**src/include/far_pkg.sv**
```systemverilog
// constants for the fault auto-restart sequencer
package far_pkg;

	// ==========================================================
	// timing
	localparam int unsigned FAR_CLK_PERIOD_NS = 10;
	localparam int unsigned FAR_TICK_NS = 100_000_000;
	localparam int unsigned FAR_TICK_CYCLES = FAR_TICK_NS / FAR_CLK_PERIOD_NS;
	localparam int unsigned FAR_GOOD_RUN_MIN = 10;
	localparam int unsigned FAR_TICKS_PER_S = 1_000_000_000 / FAR_TICK_NS;
	localparam logic [12:0] FAR_GOOD_RUN_TICKS = 13'(FAR_GOOD_RUN_MIN * 60 * FAR_TICKS_PER_S);

	// ==========================================================
	// settings, interval in tenths of a second
	localparam logic [12:0] FAR_INTERVAL_MIN = 13'h0005;
	localparam logic [12:0] FAR_INTERVAL_MAX = 13'h1770;
	localparam logic [12:0] FAR_INTERVAL_DEF = 13'h0064;
	localparam logic [3:0] FAR_LIMIT_MAX = 4'ha;
	localparam logic [3:0] FAR_LIMIT_DEF = 4'h0;
	localparam logic FAR_FOSEL_DEF = 1'b0;
	localparam logic [7:0] FAR_MO_FAULT = 8'h0b;
	localparam logic [7:0] FAR_MO_RESTART = 8'h0e;
	localparam logic [31:0] FAR_MOFUNC_DEF = 32'h0000_0000;
	localparam int unsigned FAR_NUM_MO = 4;
	localparam int unsigned FAR_MO_W = 8;

	// ==========================================================
	// register map, byte offsets
	localparam logic [7:0] FAR_REG_CTRL = 8'h00;
	localparam logic [7:0] FAR_REG_INTERVAL = 8'h04;
	localparam logic [7:0] FAR_REG_MOFUNC = 8'h08;
	localparam logic [7:0] FAR_REG_STATUS = 8'h0c;
	localparam logic [7:0] FAR_REG_IRQ_STAT = 8'h10;
	localparam logic [7:0] FAR_REG_IRQ_MASK = 8'h14;

	// ctrl fields
	localparam int unsigned FAR_CTRL_LIMIT_LSB = 0;
	localparam int unsigned FAR_CTRL_FOSEL_BIT = 8;
	// status fields
	localparam int unsigned FAR_ST_COUNT_LSB = 0;
	localparam int unsigned FAR_ST_STATE_LSB = 8;
	localparam int unsigned FAR_ST_LOCK_BIT = 16;
	localparam int unsigned FAR_ST_ACTIVE_BIT = 17;
	// interrupt bits
	localparam int unsigned FAR_IRQ_W = 3;
	localparam int unsigned FAR_IRQ_ATTEMPT = 0;
	localparam int unsigned FAR_IRQ_LOCKOUT = 1;
	localparam int unsigned FAR_IRQ_GOODRUN = 2;
	localparam logic [2:0] FAR_IRQ_MASK_DEF = 3'h0;

	typedef enum logic [2:0] {
		FAR_IDLE,
		FAR_WITHDRAW,
		FAR_DIAG,
		FAR_WAIT_INT,
		FAR_RESTART,
		FAR_LOCKOUT
	} far_state_e;

endpackage

```
**src/logic/far_tick_gen.sv**
```systemverilog
// tenth-of-a-second tick generator
`timescale 1ns/1ps
`default_nettype none
module far_tick_gen
	import far_pkg::*;
#(
	parameter int unsigned TICK_CYCLES = FAR_TICK_CYCLES
) (
	input wire logic clk,
	input wire logic rst,
	input wire logic restart,
	output logic tick
);
	localparam int unsigned CW = $clog2(TICK_CYCLES + 1);
	localparam logic [CW-1:0] LAST = CW'(TICK_CYCLES - 1);

	logic [CW-1:0] cnt_q;

	// ==========================================================
	// prescaler
	always_ff @(posedge clk) begin
		if (rst || restart || cnt_q == LAST) begin
			cnt_q <= '0;
		end else begin
			cnt_q <= cnt_q + CW'(1);
		end
	end

	assign tick = (cnt_q == LAST) && !restart;
endmodule
`default_nettype wire

```
**src/logic/far_sequencer.sv**
```systemverilog
// fault auto-restart sequencer with wishbone registers
// Functional notes
// - only ground, overvoltage, overcurrent, overheat, overload, phase-loss trips restart; the code also restarts on both load-detect trips.
// - restartable fault during run triggers self-diagnosis, then restart with speed search.
// - run command is withdrawn when the output is shut off by a fault.
// - withdraw run, then diagnose, then clear fault, then restart, in order.
// - attempt limit 0 to 10, default 0; stop once attempts reach it.
// - attempt count clears after ten minutes of fault-free run after restart.
// - attempt count clears on manual fault reset.
// - attempt count clears at power-up.
// - fault output select 0 or 1, default 0, gates fault output during restart.
// - interval between attempts 0.5 to 600.0 s, default 10.0 s.
// - output terminal with function code 14 shows restart indication.
// - output terminal with function code 11 shows general fault indication.
`timescale 1ns/1ps
`default_nettype none
module far_sequencer
	import far_pkg::*;
#(
	parameter int unsigned TICK_CYCLES = FAR_TICK_CYCLES
) (
	input wire logic clk,
	input wire logic rst,
	input wire logic wb_cyc_i,
	input wire logic wb_stb_i,
	input wire logic wb_we_i,
	input wire logic [7:0] wb_adr_i,
	input wire logic [31:0] wb_dat_i,
	input wire logic [3:0] wb_sel_i,
	output logic [31:0] wb_dat_o,
	output logic wb_ack_o,
	input wire logic ground_fault_trip,
	input wire logic overvoltage_accel_trip,
	input wire logic overvoltage_decel_trip,
	input wire logic overvoltage_const_trip,
	input wire logic overcurrent_accel_trip,
	input wire logic overcurrent_decel_trip,
	input wire logic overcurrent_const_trip,
	input wire logic heatsink_overheat_trip,
	input wire logic motor_overload_trip,
	input wire logic drive_overload_trip,
	input wire logic load_detect_one_trip,
	input wire logic load_detect_two_trip,
	input wire logic input_phase_loss_trip,
	input wire logic output_phase_loss_trip,
	input wire logic other_fault_trip,
	input wire logic output_shutoff,
	input wire logic run_cmd_fwd,
	input wire logic run_cmd_rev,
	input wire logic diag_done,
	input wire logic diag_pass,
	input wire logic manual_fault_reset,
	output logic run_fwd_out,
	output logic run_rev_out,
	output logic diag_req,
	output logic fault_clear_req,
	output logic speed_search_req,
	output logic restart_stopped,
	output logic multi_out_0,
	output logic multi_out_1,
	output logic multi_out_2,
	output logic multi_out_3,
	output logic irq
);
	far_state_e state_q;
	logic [3:0] limit_q;
	logic fosel_q;
	logic [12:0] interval_q;
	logic [31:0] mofunc_q;
	logic [3:0] count_q;
	logic [12:0] int_cnt_q;
	logic [12:0] good_cnt_q;
	logic good_arm_q;
	logic [FAR_IRQ_W-1:0] irq_stat_q;
	logic [FAR_IRQ_W-1:0] irq_mask_q;
	logic [FAR_IRQ_W-1:0] irq_evt;
	logic [FAR_NUM_MO-1:0] mo_q;
	logic ack_q;
	logic [31:0] rdata_q;
	logic acc;
	logic wr;
	logic rd;
	logic restartable;
	logic running;
	logic fault_evt;
	logic tick;
	logic [31:0] wval, ival;
	logic [31:0] status_val;
	logic [12:0] int_new;
	logic [3:0] lim_new;

	// ==========================================================
	// wishbone slave
	assign acc = wb_cyc_i && wb_stb_i && !ack_q;
	assign wr = acc && wb_we_i;
	assign rd = acc && !wb_we_i;

	function automatic logic [31:0] merge(input logic [31:0] old, input logic [31:0] nv,
		input logic [3:0] sel);
		logic [31:0] r;
		r = old;
		for (int i = 0; i < 4; i++) begin
			if (sel[i]) begin
				r[i*8 +: 8] = nv[i*8 +: 8];
			end
		end
		return r;
	endfunction

	always_ff @(posedge clk) begin
		if (rst) begin
			ack_q <= 1'b0;
		end else begin
			ack_q <= acc;
		end
	end

	assign wb_ack_o = ack_q;
	assign wb_dat_o = rdata_q;

	assign status_val = {14'h0000, (state_q != FAR_IDLE && state_q != FAR_LOCKOUT),
		(state_q == FAR_LOCKOUT), 5'h00, 3'(state_q), 4'h0, count_q};

	always_ff @(posedge clk) begin
		if (rst) begin
			rdata_q <= 32'h0000_0000;
		end else if (rd) begin
			unique case (wb_adr_i)
				FAR_REG_CTRL: rdata_q <= {23'h000000, fosel_q, 4'h0, limit_q};
				FAR_REG_INTERVAL: rdata_q <= {19'h00000, interval_q};
				FAR_REG_MOFUNC: rdata_q <= mofunc_q;
				FAR_REG_STATUS: rdata_q <= status_val;
				FAR_REG_IRQ_STAT: rdata_q <= {29'h00000000, irq_stat_q};
				FAR_REG_IRQ_MASK: rdata_q <= {29'h00000000, irq_mask_q};
				default: rdata_q <= 32'h0000_0000;
			endcase
		end
	end

	// ==========================================================
	// settings
	always_comb begin
		wval = merge({23'h000000, fosel_q, 4'h0, limit_q}, wb_dat_i, wb_sel_i);
		lim_new = wval[FAR_CTRL_LIMIT_LSB +: 4];
		if (lim_new > FAR_LIMIT_MAX) begin
			lim_new = FAR_LIMIT_MAX;
		end
		ival = merge({19'h00000, interval_q}, wb_dat_i, wb_sel_i);
		int_new = (ival > 32'(FAR_INTERVAL_MAX)) ? FAR_INTERVAL_MAX : ival[12:0];
		if (int_new < FAR_INTERVAL_MIN) begin
			int_new = FAR_INTERVAL_MIN;
		end
	end

	always_ff @(posedge clk) begin
		if (rst) begin
			limit_q <= FAR_LIMIT_DEF;
			fosel_q <= FAR_FOSEL_DEF;
			interval_q <= FAR_INTERVAL_DEF;
			mofunc_q <= FAR_MOFUNC_DEF;
			irq_mask_q <= FAR_IRQ_MASK_DEF;
		end else if (wr) begin
			if (wb_adr_i == FAR_REG_CTRL) begin
				limit_q <= lim_new;
				fosel_q <= wval[FAR_CTRL_FOSEL_BIT];
			end
			if (wb_adr_i == FAR_REG_INTERVAL) begin
				interval_q <= int_new;
			end
			if (wb_adr_i == FAR_REG_MOFUNC) begin
				mofunc_q <= merge(mofunc_q, wb_dat_i, wb_sel_i);
			end
			if (wb_adr_i == FAR_REG_IRQ_MASK && wb_sel_i[0]) begin
				irq_mask_q <= wb_dat_i[FAR_IRQ_W-1:0];
			end
		end
	end

	// ==========================================================
	// fault classification
	assign restartable = ground_fault_trip || overvoltage_accel_trip
		|| overvoltage_decel_trip || overvoltage_const_trip || overcurrent_accel_trip
		|| overcurrent_decel_trip || overcurrent_const_trip || heatsink_overheat_trip
		|| motor_overload_trip || drive_overload_trip || load_detect_one_trip
		|| load_detect_two_trip || input_phase_loss_trip
		|| output_phase_loss_trip;
	assign running = run_cmd_fwd || run_cmd_rev;
	assign fault_evt = (state_q == FAR_IDLE) && output_shutoff && running;

	far_tick_gen #(
		.TICK_CYCLES(TICK_CYCLES)
	) u_tick (
		.clk(clk),
		.rst(rst),
		.restart(fault_evt),
		.tick(tick)
	);

	// ==========================================================
	// sequence
	always_ff @(posedge clk) begin
		if (rst) begin
			state_q <= FAR_IDLE;
		end else begin
			unique case (state_q)
				FAR_IDLE: begin
					if (fault_evt) begin
						if (restartable && !other_fault_trip && count_q < limit_q) begin
							state_q <= FAR_WITHDRAW;
						end else begin
							state_q <= FAR_LOCKOUT;
						end
					end
				end
				FAR_WITHDRAW: state_q <= FAR_DIAG;
				FAR_DIAG: begin
					if (diag_done) begin
						state_q <= diag_pass ? FAR_WAIT_INT : FAR_LOCKOUT;
					end
				end
				FAR_WAIT_INT: begin
					if (int_cnt_q == 13'h0000) begin
						state_q <= FAR_RESTART;
					end
				end
				FAR_RESTART: state_q <= FAR_IDLE;
				FAR_LOCKOUT: begin
					if (manual_fault_reset) begin
						state_q <= FAR_IDLE;
					end
				end
				default: state_q <= FAR_IDLE;
			endcase
		end
	end

	// interval counter from shut-off
	always_ff @(posedge clk) begin
		if (rst) begin
			int_cnt_q <= 13'h0000;
		end else if (fault_evt) begin
			int_cnt_q <= interval_q;
		end else if (tick && int_cnt_q != 13'h0000) begin
			int_cnt_q <= int_cnt_q - 13'h0001;
		end
	end

	// attempt counter
	always_ff @(posedge clk) begin
		if (rst) begin
			count_q <= 4'h0;
		end else if (manual_fault_reset) begin
			count_q <= 4'h0;
		end else if (good_arm_q && good_cnt_q == FAR_GOOD_RUN_TICKS) begin
			count_q <= 4'h0;
		end else if (state_q == FAR_RESTART) begin
			count_q <= count_q + 4'h1;
		end
	end

	// fault-free run timer after a restart
	always_ff @(posedge clk) begin
		if (rst || manual_fault_reset || (state_q != FAR_IDLE && state_q != FAR_RESTART)) begin
			good_arm_q <= 1'b0;
			good_cnt_q <= 13'h0000;
		end else if (state_q == FAR_RESTART) begin
			good_arm_q <= 1'b1;
			good_cnt_q <= 13'h0000;
		end else if (good_arm_q) begin
			if (good_cnt_q == FAR_GOOD_RUN_TICKS) begin
				good_arm_q <= 1'b0;
			end else if (tick) begin
				good_cnt_q <= good_cnt_q + 13'h0001;
			end
		end
	end

	// ==========================================================
	// drive-side outputs
	always_ff @(posedge clk) begin
		if (rst) begin
			run_fwd_out <= 1'b0;
			run_rev_out <= 1'b0;
			diag_req <= 1'b0;
			fault_clear_req <= 1'b0;
			speed_search_req <= 1'b0;
			restart_stopped <= 1'b0;
		end else begin
			run_fwd_out <= run_cmd_fwd && state_q == FAR_IDLE && !fault_evt;
			run_rev_out <= run_cmd_rev && state_q == FAR_IDLE && !fault_evt;
			diag_req <= state_q == FAR_WITHDRAW;
			fault_clear_req <= state_q == FAR_DIAG && diag_done && diag_pass;
			speed_search_req <= state_q == FAR_RESTART;
			restart_stopped <= state_q == FAR_LOCKOUT && !manual_fault_reset;
		end
	end

	// multi-function output terminals
	for (genvar g = 0; g < FAR_NUM_MO; g++) begin : g_mo
		always_ff @(posedge clk) begin
			if (rst) begin
				mo_q[g] <= 1'b0;
			end else if (mofunc_q[g*FAR_MO_W +: FAR_MO_W] == FAR_MO_RESTART) begin
				mo_q[g] <= state_q != FAR_IDLE && state_q != FAR_LOCKOUT;
			end else if (mofunc_q[g*FAR_MO_W +: FAR_MO_W] == FAR_MO_FAULT) begin
				mo_q[g] <= state_q == FAR_LOCKOUT
					|| (state_q != FAR_IDLE && fosel_q);
			end else begin
				mo_q[g] <= 1'b0;
			end
		end
	end

	assign multi_out_0 = mo_q[0];
	assign multi_out_1 = mo_q[1];
	assign multi_out_2 = mo_q[2];
	assign multi_out_3 = mo_q[3];

	// ==========================================================
	// interrupts, read of status clears, set wins
	assign irq_evt[FAR_IRQ_ATTEMPT] = state_q == FAR_RESTART;
	assign irq_evt[FAR_IRQ_LOCKOUT] = state_q != FAR_LOCKOUT
		&& ((fault_evt && !(restartable && !other_fault_trip && count_q < limit_q))
		|| (state_q == FAR_DIAG && diag_done && !diag_pass));
	assign irq_evt[FAR_IRQ_GOODRUN] = good_arm_q && good_cnt_q == FAR_GOOD_RUN_TICKS
		&& !manual_fault_reset;

	always_ff @(posedge clk) begin
		if (rst) begin
			irq_stat_q <= '0;
		end else if (rd && wb_adr_i == FAR_REG_IRQ_STAT) begin
			irq_stat_q <= irq_evt;
		end else begin
			irq_stat_q <= irq_stat_q | irq_evt;
		end
	end

	assign irq = |(irq_stat_q & irq_mask_q);
endmodule
`default_nettype wire

```
**config.mk**
```make
export PLATFORM = sky130hd
export DESIGN_NAME = far_sequencer
export DESIGN_NICKNAME = d
export VERILOG_FILES = /design/src/include/far_pkg.sv /design/src/logic/far_tick_gen.sv /design/src/logic/far_sequencer.sv
export SDC_FILE = /design/constraint.sdc
export NUM_CORES = 1
export LEC_CHECK = 0
export BUFFER_PORTS_ARGS = -buffer_cell sky130_fd_sc_hd__buf_4
export CAP_MARGIN = 20
export CORE_UTILIZATION = 61
export CTS_CLUSTER_DIAMETER = 100
export CTS_CLUSTER_SIZE = 24
export DETAILED_ROUTE_END_ITERATION = 7
export PLACE_DENSITY = 0.93
export SLEW_MARGIN = 10
export SYNTH_ARGS = -nofsm -noshare
export SYNTH_HDL_FRONTEND = slang
export SYNTH_SLANG_ARGS = --single-unit
export TNS_END_PERCENT = 30
```
**constraint.sdc**
```tcl
create_clock -name clk -period 6.3 [get_ports clk]
set_clock_uncertainty 0.15 [all_clocks]
set_input_delay 1.26 -clock clk [delete_from_list [all_inputs] [get_ports clk]]
set_output_delay 1.26 -clock clk [all_outputs]
set_load 0.01 [all_outputs]
```
==> flow_summary.html, run 1 <==
<table>
<tr><th>Metric</th><th>Value</th></tr>
<tr><th colspan="2">Outcome</th></tr>
<tr><td>Outcome</td><td>complete, but fails checks</td></tr>
<tr><td>Violations in the final reports</td><td>design-rule violations</td></tr>
<tr><th colspan="2">Yosys</th></tr>
<tr><td>Simple-gate share of the synthesized area</td><td>28.2%</td></tr>
<tr><td>Post-synthesis compound-gate area fraction</td><td>15.2%</td></tr>
<tr><td>Mux cell area share after synthesis</td><td>3.63%</td></tr>
<tr><td>Count of mapped cells out of synthesis</td><td>885</td></tr>
<tr><td>Post-synthesis cell area</td><td>0.00735 sq mm</td></tr>
<tr><td>Number of synthesized flops with an enable pin</td><td>0</td></tr>
<tr><td>Synthesis-stage register bit count</td><td>157</td></tr>
<tr><td>Post-synthesis xor/xnor area fraction</td><td>5.01%</td></tr>
<tr><td>Post-synthesis sequential area ratio</td><td>42.8%</td></tr>
<tr><td>Synthesis warning total</td><td>0</td></tr>
<tr><td>Number of distinct library cells after synthesis</td><td>64</td></tr>
<tr><td>Share of synthesized cell area in full adder, half adder and majority cells</td><td>1.36%</td></tr>
<tr><td>Share of synthesized registers carrying an async set or reset</td><td>0%</td></tr>
<tr><td>Net count after synthesis</td><td>963</td></tr>
<tr><td>Most frequently used flop master after synthesis</td><td>dfxtp_1</td></tr>
<tr><td>Syn_area_per_cell</td><td>8.30 sq um</td></tr>
<tr><td>Main combinational cell family by area after synthesis</td><td>simple AND/OR/NAND/NOR gates</td></tr>
<tr><th colspan="2">Route</th></tr>
<tr><td>Vias</td><td>7170</td></tr>
<tr><td>Total wire length after detailed routing</td><td>20100 um</td></tr>
<tr><td>Total length of routed met3 wires</td><td>2090 um</td></tr>
<tr><td>Routed wire length on met2</td><td>9440 um</td></tr>
<tr><td>Routed wire length per instance</td><td>17.8 um</td></tr>
<tr><td>Initial DRC count</td><td>882</td></tr>
<tr><td>Wl on met1</td><td>7880 um</td></tr>
<tr><td>DR top layer</td><td>met4</td></tr>
<tr><td>Number of detailed-routing iterations run before antenna repair</td><td>8</td></tr>
<tr><td>DR vias/cell</td><td>6.35</td></tr>
<tr><td>Residual antenna-violating net count after detailed routing</td><td>0</td></tr>
<tr><td>Post-route DRC violation count</td><td>12</td></tr>
<tr><th colspan="2">STA</th></tr>
<tr><td>Total setup violations reported at the end of the flow</td><td>0</td></tr>
<tr><td>Clock period minus worst slack</td><td>3.52 ns</td></tr>
<tr><td>Final-report max-slew violation count</td><td>0</td></tr>
<tr><td>Number of hold violations in the final report</td><td>0</td></tr>
<tr><td>Unrepaired setup endpoints after global routing</td><td>no</td></tr>
<tr><td>Setup total negative slack</td><td>0 ns</td></tr>
<tr><td>Tightest Pin Transition</td><td>1.10 ns</td></tr>
<tr><td>Relative slew slack</td><td>26.1%</td></tr>
<tr><td>Final worst-path cycle share</td><td>55.8%</td></tr>
<tr><td>Max Freq</td><td>284 MHz</td></tr>
<tr><th colspan="2">Power</th></tr>
<tr><td>Part of the total power dissipated in sequential elements</td><td>41.9%</td></tr>
<tr><td>Net switching share of the total power</td><td>26.6%</td></tr>
<tr><td>Share of power burned in the clock network</td><td>43.9%</td></tr>
<tr><td>Peak supply drop</td><td>0.228 mV</td></tr>
<tr><td>Static Leak</td><td>3.23 nW</td></tr>
<tr><td>Comb power frac</td><td>14.2%</td></tr>
<tr><td>Net switching power</td><td>697 uW</td></tr>
<tr><td>Internal power</td><td>1.92 mW</td></tr>
<tr><td>Tot Pwr</td><td>2.62 mW</td></tr>
<tr><td>Power density over the cells</td><td>295 mW/mm^2</td></tr>
<tr><th colspan="2">Floorplan</th></tr>
<tr><td>Floorplan row count</td><td>39</td></tr>
<tr><td>Vertical extent of the die</td><td>112 um</td></tr>
<tr><td>Floorplan core area</td><td>0.0116 sq mm</td></tr>
<tr><td>Number of ports placed on the die boundary</td><td>114</td></tr>
<tr><td>Starting Density</td><td>63.5%</td></tr>
<tr><td>Die area</td><td>0.0125 sq mm</td></tr>
<tr><td>Die extent in x</td><td>112 um</td></tr>
<tr><th colspan="2">Cells and area</th></tr>
<tr><td>Filler Cells Inserted</td><td>763</td></tr>
<tr><td>Most frequent standard cell in the layout excluding fill and tap cells</td><td>dfxtp_1</td></tr>
<tr><td>Ant diodes</td><td>0</td></tr>
<tr><td>Non-filler instance count after layout</td><td>1129</td></tr>
<tr><td>Area of all placed cells without fillers</td><td>0.00886 sq mm</td></tr>
<tr><td>Most used cells in the layout excluding fill and tap cells</td><td>dfxtp_1, nor2_1, buf_4</td></tr>
<tr><td>Share of layout cells above drive strength 1</td><td>17.4%</td></tr>
<tr><td>Fin nets</td><td>1051</td></tr>
<tr><td>Area added between synthesis and finish</td><td>20.6%</td></tr>
<tr><th colspan="2">Placement</th></tr>
<tr><td>HPWL Detailed</td><td>13000 um</td></tr>
<tr><td>Placed standard-cell area</td><td>0.00819 sq mm</td></tr>
<tr><td>Routability congestion estimate from global placement</td><td>0.883</td></tr>
<tr><td>Number of port buffers</td><td>113</td></tr>
<tr><td>Placed Cells</td><td>1097</td></tr>
<tr><th colspan="2">Clocking</th></tr>
<tr><td>Clock Sinks</td><td>157</td></tr>
<tr><td>Max Root-Sink Buffers</td><td>2</td></tr>
<tr><td>CTS HTree Levels</td><td>4</td></tr>
<tr><td>Number of buffers added for setup after CTS</td><td>0</td></tr>
<tr><td>Clk root buf</td><td>clkbuf_16</td></tr>
<tr><td>Clk Latency, worst-skew pair</td><td>0.43 ns</td></tr>
<tr><td>Clk slew on worst S/H paths</td><td>0.06 ns</td></tr>
<tr><td>Number of buffers created by CTS</td><td>17</td></tr>
<tr><td>Number of hold-repair buffers added at the cts stage</td><td>0</td></tr>
<tr><td>Number of resized instances in the post-cts repair step</td><td>0</td></tr>
<tr><td>CTS tree</td><td>built</td></tr>
<tr><th colspan="2">Min path</th></tr>
<tr><td>Hold endpoint</td><td>wb_dat_o[0]$_SDFFE_PP0P_</td></tr>
<tr><td>Hold Path Cell Cnt</td><td>2</td></tr>
<tr><td>Path category of the worst min-delay check</td><td>reg2reg</td></tr>
<tr><td>Startpoint of the tightest hold check path</td><td>wb_dat_o[0]$_SDFFE_PP0P_</td></tr>
<tr><th colspan="2">Setup path</th></tr>
<tr><td>Crit. Startpoint</td><td>wb_adr_i[1]</td></tr>
<tr><td>Critical path fanouts, max</td><td>27</td></tr>
<tr><td>Register-to-register setup slack</td><td>3.32 ns</td></tr>
<tr><td>Worst reg-to-reg path cell count</td><td>6</td></tr>
<tr><td>Category of the most critical setup path</td><td>in2reg</td></tr>
<tr><td>Reg-to-reg critical path startpoint</td><td>state_q[0]$_SDFFE_PP0P_</td></tr>
<tr><td>Required time at the endpoint of the critical path</td><td>6.43 ns</td></tr>
<tr><td>End of the worst register-to-register path</td><td>good_cnt_q[10]$_SDFFE_PP0P_</td></tr>
<tr><td>Type of destination of the critical path</td><td>flip-flop</td></tr>
<tr><td>Data arrival time of the worst path</td><td>3.64 ns</td></tr>
<tr><td>Critical Path Source Type</td><td>input port</td></tr>
<tr><th colspan="2">GRT</th></tr>
<tr><td>Largest net degree at the start of global routing</td><td>78</td></tr>
<tr><td>GR Util All Layers</td><td>32.6%</td></tr>
<tr><td>Number of antenna violations at the first check in global routing</td><td>0</td></tr>
<tr><td>Total grt overflow</td><td>0</td></tr>
<tr><td>First-pass GRT wire length</td><td>32300 um</td></tr>
<tr><td>Vias in the first global route</td><td>6715</td></tr>
<tr><th colspan="2">Flow run</th></tr>
<tr><td>Max-capacitance violation count</td><td>0</td></tr>
</table>
## power groups by stage
stage	Clock, mW	Combinational [mW]	Sequential [mW]
after floorplan	0	0.268	1.08
after global placement	0	0.346	1.11
after detailed placement	0	0.355	1.11
after CTS	1.15	0.365	1.09
after global routing	1.20	0.401	1.10
final	1.15	0.371	1.10
## cells by family (layout without fill, tap and decap cells)
| logic type | Yosys count | after routing |
|---|---|---|
| XOR/XNOR | 42 | 42 |
| AND/OR/NAND/NOR | 415 | 415 |
| adder cells (fa/ha/maj) | 8 | 8 |
| AO/OA/AOI/OAI | 177 | 177 |
| flip-flops | 157 | 157 |
| buffers and inverters | 66 | 167 |
| multiplexers | 20 | 20 |
## through the flow
step / setup WS [ns] / hold WS, ns / utilization (%)
2_1_floorplan: 2.96 / 0.288 / -
5_1_grt: 2.64 / 0.320 / 76.6
6_report: 2.78 / 0.305 / 76.6
3_5_place_dp: 2.46 / 0.298 / 70.8
3_3_place_gp: 2.50 / 0.290 / 70.8
4_1_cts: 2.82 / 0.306 / 76.6
## registers in the layout, summed over array words and instances (netlist names)
name	count
multi_out_1	1
speed_search_req	1
mofunc_q	32
multi_out_3	1
restart_stopped	1
diag_req	1
fosel_q	1
wb_ack_o	1
run_fwd_out	1
irq_stat_q	3
good_arm_q	1
multi_out_0	1
state_q	3
run_rev_out	1
limit_q	4
count_q	4
irq_mask_q	3
fault_clear_req	1
interval_q	13
u_tick.cnt_q	24
wb_dat_o	32
int_cnt_q	13
multi_out_2	1
good_cnt_q	13
## worst max-delay path by stage
stage | end | slack [ns]
after detailed placement | mofunc_q[5]$_SDFFE_PP0P_ | 2.46
after global routing | mofunc_q[5]$_SDFFE_PP0P_ | 2.64
after global placement | mofunc_q[4]$_SDFFE_PP0P_ | 2.50
after floorplan | mofunc_q[10]$_SDFFE_PP0P_ | 2.96
after CTS | mofunc_q[5]$_SDFFE_PP0P_ | 2.82
final | mofunc_q[5]$_SDFFE_PP0P_ | 2.78
## cells in the mapped netlist, drive strengths merged, types with 18 or more instances
| cell | instances | area, sq um |
|---|---|---|
| a21oi | 83 | 415 |
| clkbuf | 38 | 143 |
| o21ai | 19 | 98.9 |
| nand2 | 97 | 364 |
| xor2 | 31 | 272 |
| nand4 | 19 | 119 |
| nor2 | 117 | 439 |
| dfxtp | 157 | 3140 |
| nor3 | 30 | 166 |
| a22oi | 25 | 188 |
| nand3 | 69 | 345 |
| inv | 18 | 67.6 |
## layout make-up
cell class	count	area [sq um]	area share (%)
Inverter	18	67.6	0.762
Clock buffer	22	484	5.46
Multi-Input combinational cell	662	3930	44.3
Tap cell	143	179	2.02
Sequential cell	157	3140	35.5
Clock inverter	10	184	2.08
Timing Repair Buffer	117	878	9.91
## per-layer routing
| metal | vias to the layer above | track usage [%] |
|---|---|---|
| met5 | - | 0.392 |
| met4 | 0 | 18.6 |
| met3 | 68 | 8.06 |
| met2 | 412 | 50.8 |
| met1 | 3329 | 41.3 |
| li1 | 3361 | - |
## worst max-delay path: stages
cell     delay [ns]
buf_4          0.10
or4_4          0.54
or3_4          0.46
nor3_4         0.42
buf_4          0.37
nand2_1        0.24
nand2_1        0.16
a21oi_1        0.08
No activity file was read; power rests on OpenSTA's default activity.
==> run 2: changes to the inputs <==
- CORE_UTILIZATION: 61 -> 57
- PLACE_DENSITY: 0.93 -> 0.88
- clock period: 6.3 -> 3.58 ns (I/O delays scaled with it)
==> flow_summary.html, run 2 (same netlist as run 1, synthesis figures left out) <==
<table>
<tr><th>Metric</th><th>Value</th></tr>
<tr><th colspan="2">GRT</th></tr>
<tr><td>Vias in the first global route</td><td>6494 (was 6715)</td></tr>
<tr><td>Largest net degree at the start of global routing</td><td>50 (was 78)</td></tr>
<tr><td>GR Util All Layers</td><td>29.9% (was 32.6%)</td></tr>
<tr><td>Number of antenna violations at the first check in global routing</td><td>0 (unchanged)</td></tr>
<tr><td>Total grt overflow</td><td>0 (unchanged)</td></tr>
<tr><td>First-pass GRT wire length</td><td>31200 um (was 32300 um)</td></tr>
<tr><th colspan="2">Power</th></tr>
<tr><td>Power density over the cells</td><td>504 mW/mm^2 (was 295 mW/mm^2)</td></tr>
<tr><td>Part of the total power dissipated in sequential elements</td><td>42.2% (was 41.9%)</td></tr>
<tr><td>Share of power burned in the clock network</td><td>42.4% (was 43.9%)</td></tr>
<tr><td>Comb power frac</td><td>15.4% (was 14.2%)</td></tr>
<tr><td>Peak supply drop</td><td>0.394 mV (was 0.228 mV)</td></tr>
<tr><td>Net switching power</td><td>1.24 mW (was 697 uW)</td></tr>
<tr><td>Static Leak</td><td>3.27 nW (was 3.23 nW)</td></tr>
<tr><td>Tot Pwr</td><td>4.52 mW (was 2.62 mW)</td></tr>
<tr><td>Internal power</td><td>3.27 mW (was 1.92 mW)</td></tr>
<tr><td>Net switching share of the total power</td><td>27.6% (was 26.6%)</td></tr>
<tr><th colspan="2">STA</th></tr>
<tr><td>Unrepaired setup endpoints after global routing</td><td>no (unchanged)</td></tr>
<tr><td>Total setup violations reported at the end of the flow</td><td>0 (unchanged)</td></tr>
<tr><td>Final-report max-slew violation count</td><td>0 (unchanged)</td></tr>
<tr><td>Smallest hold slack</td><td>0.304 ns (was 0.305 ns)</td></tr>
<tr><td>Clock period minus worst slack</td><td>2.88 ns</td></tr>
<tr><td>Worst setup slack after layout</td><td>0.702 ns (was 2.78 ns)</td></tr>
<tr><td>Max Freq</td><td>347 MHz</td></tr>
<tr><td>Relative slew slack</td><td>43.4% (was 26.1%)</td></tr>
<tr><td>Final worst-path cycle share</td><td>80.4%</td></tr>
<tr><td>Number of hold violations in the final report</td><td>0 (unchanged)</td></tr>
<tr><td>Tightest Pin Transition</td><td>0.828 ns (was 1.10 ns)</td></tr>
<tr><td>Setup total negative slack</td><td>0 ns (unchanged)</td></tr>
<tr><th colspan="2">Clocking</th></tr>
<tr><td>Clk Latency, worst-skew pair</td><td>0.43 ns (about the same)</td></tr>
<tr><td>Number of resized instances in the post-cts repair step</td><td>0 (unchanged)</td></tr>
<tr><td>Clock Sinks</td><td>157 (unchanged)</td></tr>
<tr><td>Number of buffers added for setup after CTS</td><td>0 (unchanged)</td></tr>
<tr><td>CTS tree</td><td>built (unchanged)</td></tr>
<tr><td>Clk root buf</td><td>clkbuf_16 (unchanged)</td></tr>
<tr><td>CTS HTree Levels</td><td>4 (unchanged)</td></tr>
<tr><td>Max Root-Sink Buffers</td><td>2 (unchanged)</td></tr>
<tr><td>Number of hold-repair buffers added at the cts stage</td><td>0 (unchanged)</td></tr>
<tr><td>Clk slew on worst S/H paths</td><td>0.06 ns (about the same)</td></tr>
<tr><td>Number of buffers created by CTS</td><td>17 (unchanged)</td></tr>
<tr><th colspan="2">Min path</th></tr>
<tr><td>Startpoint of the tightest hold check path</td><td>wb_dat_o[1]$_SDFFE_PP0P_ (was wb_dat_o[0]$_SDFFE_PP0P_)</td></tr>
<tr><td>Hold endpoint</td><td>wb_dat_o[1]$_SDFFE_PP0P_ (was wb_dat_o[0]$_SDFFE_PP0P_)</td></tr>
<tr><td>Hold Path Cell Cnt</td><td>2 (unchanged)</td></tr>
<tr><td>Path category of the worst min-delay check</td><td>reg2reg (unchanged)</td></tr>
<tr><th colspan="2">Cells and area</th></tr>
<tr><td>Area of all placed cells without fillers</td><td>0.00896 sq mm (was 0.00886 sq mm)</td></tr>
<tr><td>Most frequent standard cell in the layout excluding fill and tap cells</td><td>dfxtp_1 (unchanged)</td></tr>
<tr><td>Area added between synthesis and finish</td><td>21.9% (was 20.6%)</td></tr>
<tr><td>Fin nets</td><td>1064 (was 1051)</td></tr>
<tr><td>Most used cells in the layout excluding fill and tap cells</td><td>dfxtp_1, buf_4, nor2_1 (was dfxtp_1, nor2_1, buf_4)</td></tr>
<tr><td>Share of layout cells above drive strength 1</td><td>18.5% (was 17.4%)</td></tr>
<tr><td>Final core utilization</td><td>71.3% (was 76.6%)</td></tr>
<tr><td>Non-filler instance count after layout</td><td>1171 (was 1129)</td></tr>
<tr><td>Ant diodes</td><td>0 (unchanged)</td></tr>
<tr><th colspan="2">Setup path</th></tr>
<tr><td>Critical path fanouts, max</td><td>16 (was 27)</td></tr>
<tr><td>Count of buffering cells on the critical path with inverters included</td><td>0 (was 2)</td></tr>
<tr><td>Register-to-register setup slack</td><td>0.70 ns (was 3.32 ns)</td></tr>
<tr><td>Reg-to-reg critical path startpoint</td><td>state_q[0]$_SDFFE_PP0P_ (unchanged)</td></tr>
<tr><td>Worst reg-to-reg path cell count</td><td>6 (unchanged)</td></tr>
<tr><td>Library cell contributing the largest single delay on the critical path</td><td>dfxtp_1 (was or4_4)</td></tr>
<tr><td>Required time at the endpoint of the critical path</td><td>3.78 ns (was 6.43 ns)</td></tr>
<tr><td>Highest cell delay on the worst timing path</td><td>0.68 ns (was 0.54 ns)</td></tr>
<tr><td>End of the worst register-to-register path</td><td>good_cnt_q[10]$_SDFFE_PP0P_ (unchanged)</td></tr>
<tr><td>Category of the most critical setup path</td><td>reg2reg (was in2reg)</td></tr>
<tr><td>Data arrival time of the worst path</td><td>3.07 ns (was 3.64 ns)</td></tr>
<tr><td>Critical Path Source Type</td><td>flip-flop (was input port)</td></tr>
<tr><td>Cell family contributing the most delay on the critical path</td><td>simple AND/OR/NAND/NOR gates (unchanged)</td></tr>
<tr><td>Type of destination of the critical path</td><td>flip-flop (unchanged)</td></tr>
<tr><td>Ordered cell list for the critical path</td><td>or3_1 &gt; nor2_1 &gt; nor4_2 &gt; nand3_1 &gt; or4_1 &gt; a21oi_1 (was buf_4 &gt; or4_4 &gt; or3_4 &gt; nor3_4 &gt; buf_4 &gt; nand2_1 &gt; nand2_1 &gt; a21oi_1)</td></tr>
<tr><th colspan="2">Placement</th></tr>
<tr><td>Placed standard-cell area</td><td>0.00833 sq mm (was 0.00819 sq mm)</td></tr>
<tr><td>Placement Setup Slack</td><td>0.397 ns (was 2.46 ns)</td></tr>
<tr><td>Number of port buffers</td><td>113 (unchanged)</td></tr>
<tr><td>Placed Cells</td><td>1139 (was 1097)</td></tr>
<tr><td>Routability congestion estimate from global placement</td><td>0.848 (was 0.883)</td></tr>
<tr><td>HPWL Detailed</td><td>13700 um (was 13000 um)</td></tr>
<tr><th colspan="2">Route</th></tr>
<tr><td>Residual antenna-violating net count after detailed routing</td><td>0 (unchanged)</td></tr>
<tr><td>Routed wire length per instance</td><td>16.9 um (was 17.8 um)</td></tr>
<tr><td>Initial DRC count</td><td>763 (was 882)</td></tr>
<tr><td>Vias</td><td>7109 (was 7170)</td></tr>
<tr><td>Total wire length after detailed routing</td><td>19700 um (was 20100 um)</td></tr>
<tr><td>DR vias/cell</td><td>6.07 (was 6.35)</td></tr>
<tr><td>Number of detailed-routing iterations run before antenna repair</td><td>7 (was 8)</td></tr>
<tr><td>Post-route DRC violation count</td><td>0 (was 12)</td></tr>
<tr><th colspan="2">Floorplan</th></tr>
<tr><td>Number of ports placed on the die boundary</td><td>114 (unchanged)</td></tr>
<tr><td>Floorplan row count</td><td>41 (was 39)</td></tr>
<tr><td>Starting Density</td><td>58.5% (was 63.5%)</td></tr>
<tr><td>Die area</td><td>0.0133 sq mm (was 0.0125 sq mm)</td></tr>
<tr><td>Vertical extent of the die</td><td>116 um (was 112 um)</td></tr>
<tr><td>Floorplan core area</td><td>0.0126 sq mm (was 0.0116 sq mm)</td></tr>
<tr><td>Die extent in x</td><td>116 um (was 112 um)</td></tr>
<tr><th colspan="2">Flow run</th></tr>
<tr><td>Max-capacitance violation count</td><td>0 (unchanged)</td></tr>
<tr><th colspan="2">Outcome</th></tr>
<tr><td>Outcome</td><td>complete, no violations (was complete, but fails checks)</td></tr>
</table>
-- run 2: changes by cell type in the layout (fill, tap and decap cells not counted) --
cell | before | now
inv_6 | 0 | 1
bufinv_16 | 5 | 4
clkinv_4 | 1 | 2
clkinvlp_4 | 2 | 5
clkbuf_8 | 4 | 1
buf_4 | 117 | 130
clkinv_2 | 2 | 1
-- run 2: per-layer routing --
layer  GRT usage, %  wire, um  vias to the layer above
li1               -         -                     3375
met1           38.1      8070                     3347
met2           50.1      9540                      344
met3           6.54      1710                       43
met4           10.3       434                        0
met5              0         0                        -
-- run 2: final cells by class --
| class | count | area (sq um) |
|---|---|---|
| Clock buffer | 19 | 443 |
| Fill cell | 950 | 3610 |
| Inverter | 18 | 67.6 |
| Timing Repair Buffer | 130 | 976 |
| Tap cell | 172 | 215 |
| Sequential cell | 157 | 3140 |
| Multi-Input combinational cell | 662 | 3930 |
| Clock inverter | 13 | 189 |
-- run 2: power groups by stage --
stage	clock [mW]	combinational [mW]	sequential, mW
2_1_floorplan	0	0.472	1.90
3_3_place_gp	0	0.656	1.94
3_5_place_dp	0	0.673	1.94
4_1_cts	1.92	0.686	1.90
5_1_grt	2.00	0.748	1.91
6_report	1.91	0.695	1.91
-- run 2: how the worst max path moves through the flow --
stage / slack (ns) / end / startpoint / cells past startpoint
2_1_floorplan: 0.78 / mofunc_q[10]$_SDFFE_PP0P_ / wb_adr_i[1] / 7
3_3_place_gp: 0.44 / interval_q[4]$_SDFFE_PP0P_ / wb_adr_i[1] / 6
3_5_place_dp: 0.40 / interval_q[8]$_SDFFE_PP0P_ / wb_adr_i[1] / 6
4_1_cts: 0.71 / good_cnt_q[10]$_SDFFE_PP0P_ / state_q[0]$_SDFFE_PP0P_ / 6
5_1_grt: 0.49 / good_cnt_q[10]$_SDFFE_PP0P_ / state_q[0]$_SDFFE_PP0P_ / 6
6_report: 0.70 / good_cnt_q[10]$_SDFFE_PP0P_ / state_q[0]$_SDFFE_PP0P_ / 6
-- run 2: worst min-delay path, delay by kind of cell, from the launching register on --
| family | cells | cell delay [ns] |
|---|---|---|
| AND/OR/NAND/NOR | 1 | 0.05 |
| flip-flops | 1 | 0.31 |
| AO/OA/AOI/OAI | 1 | 0.05 |
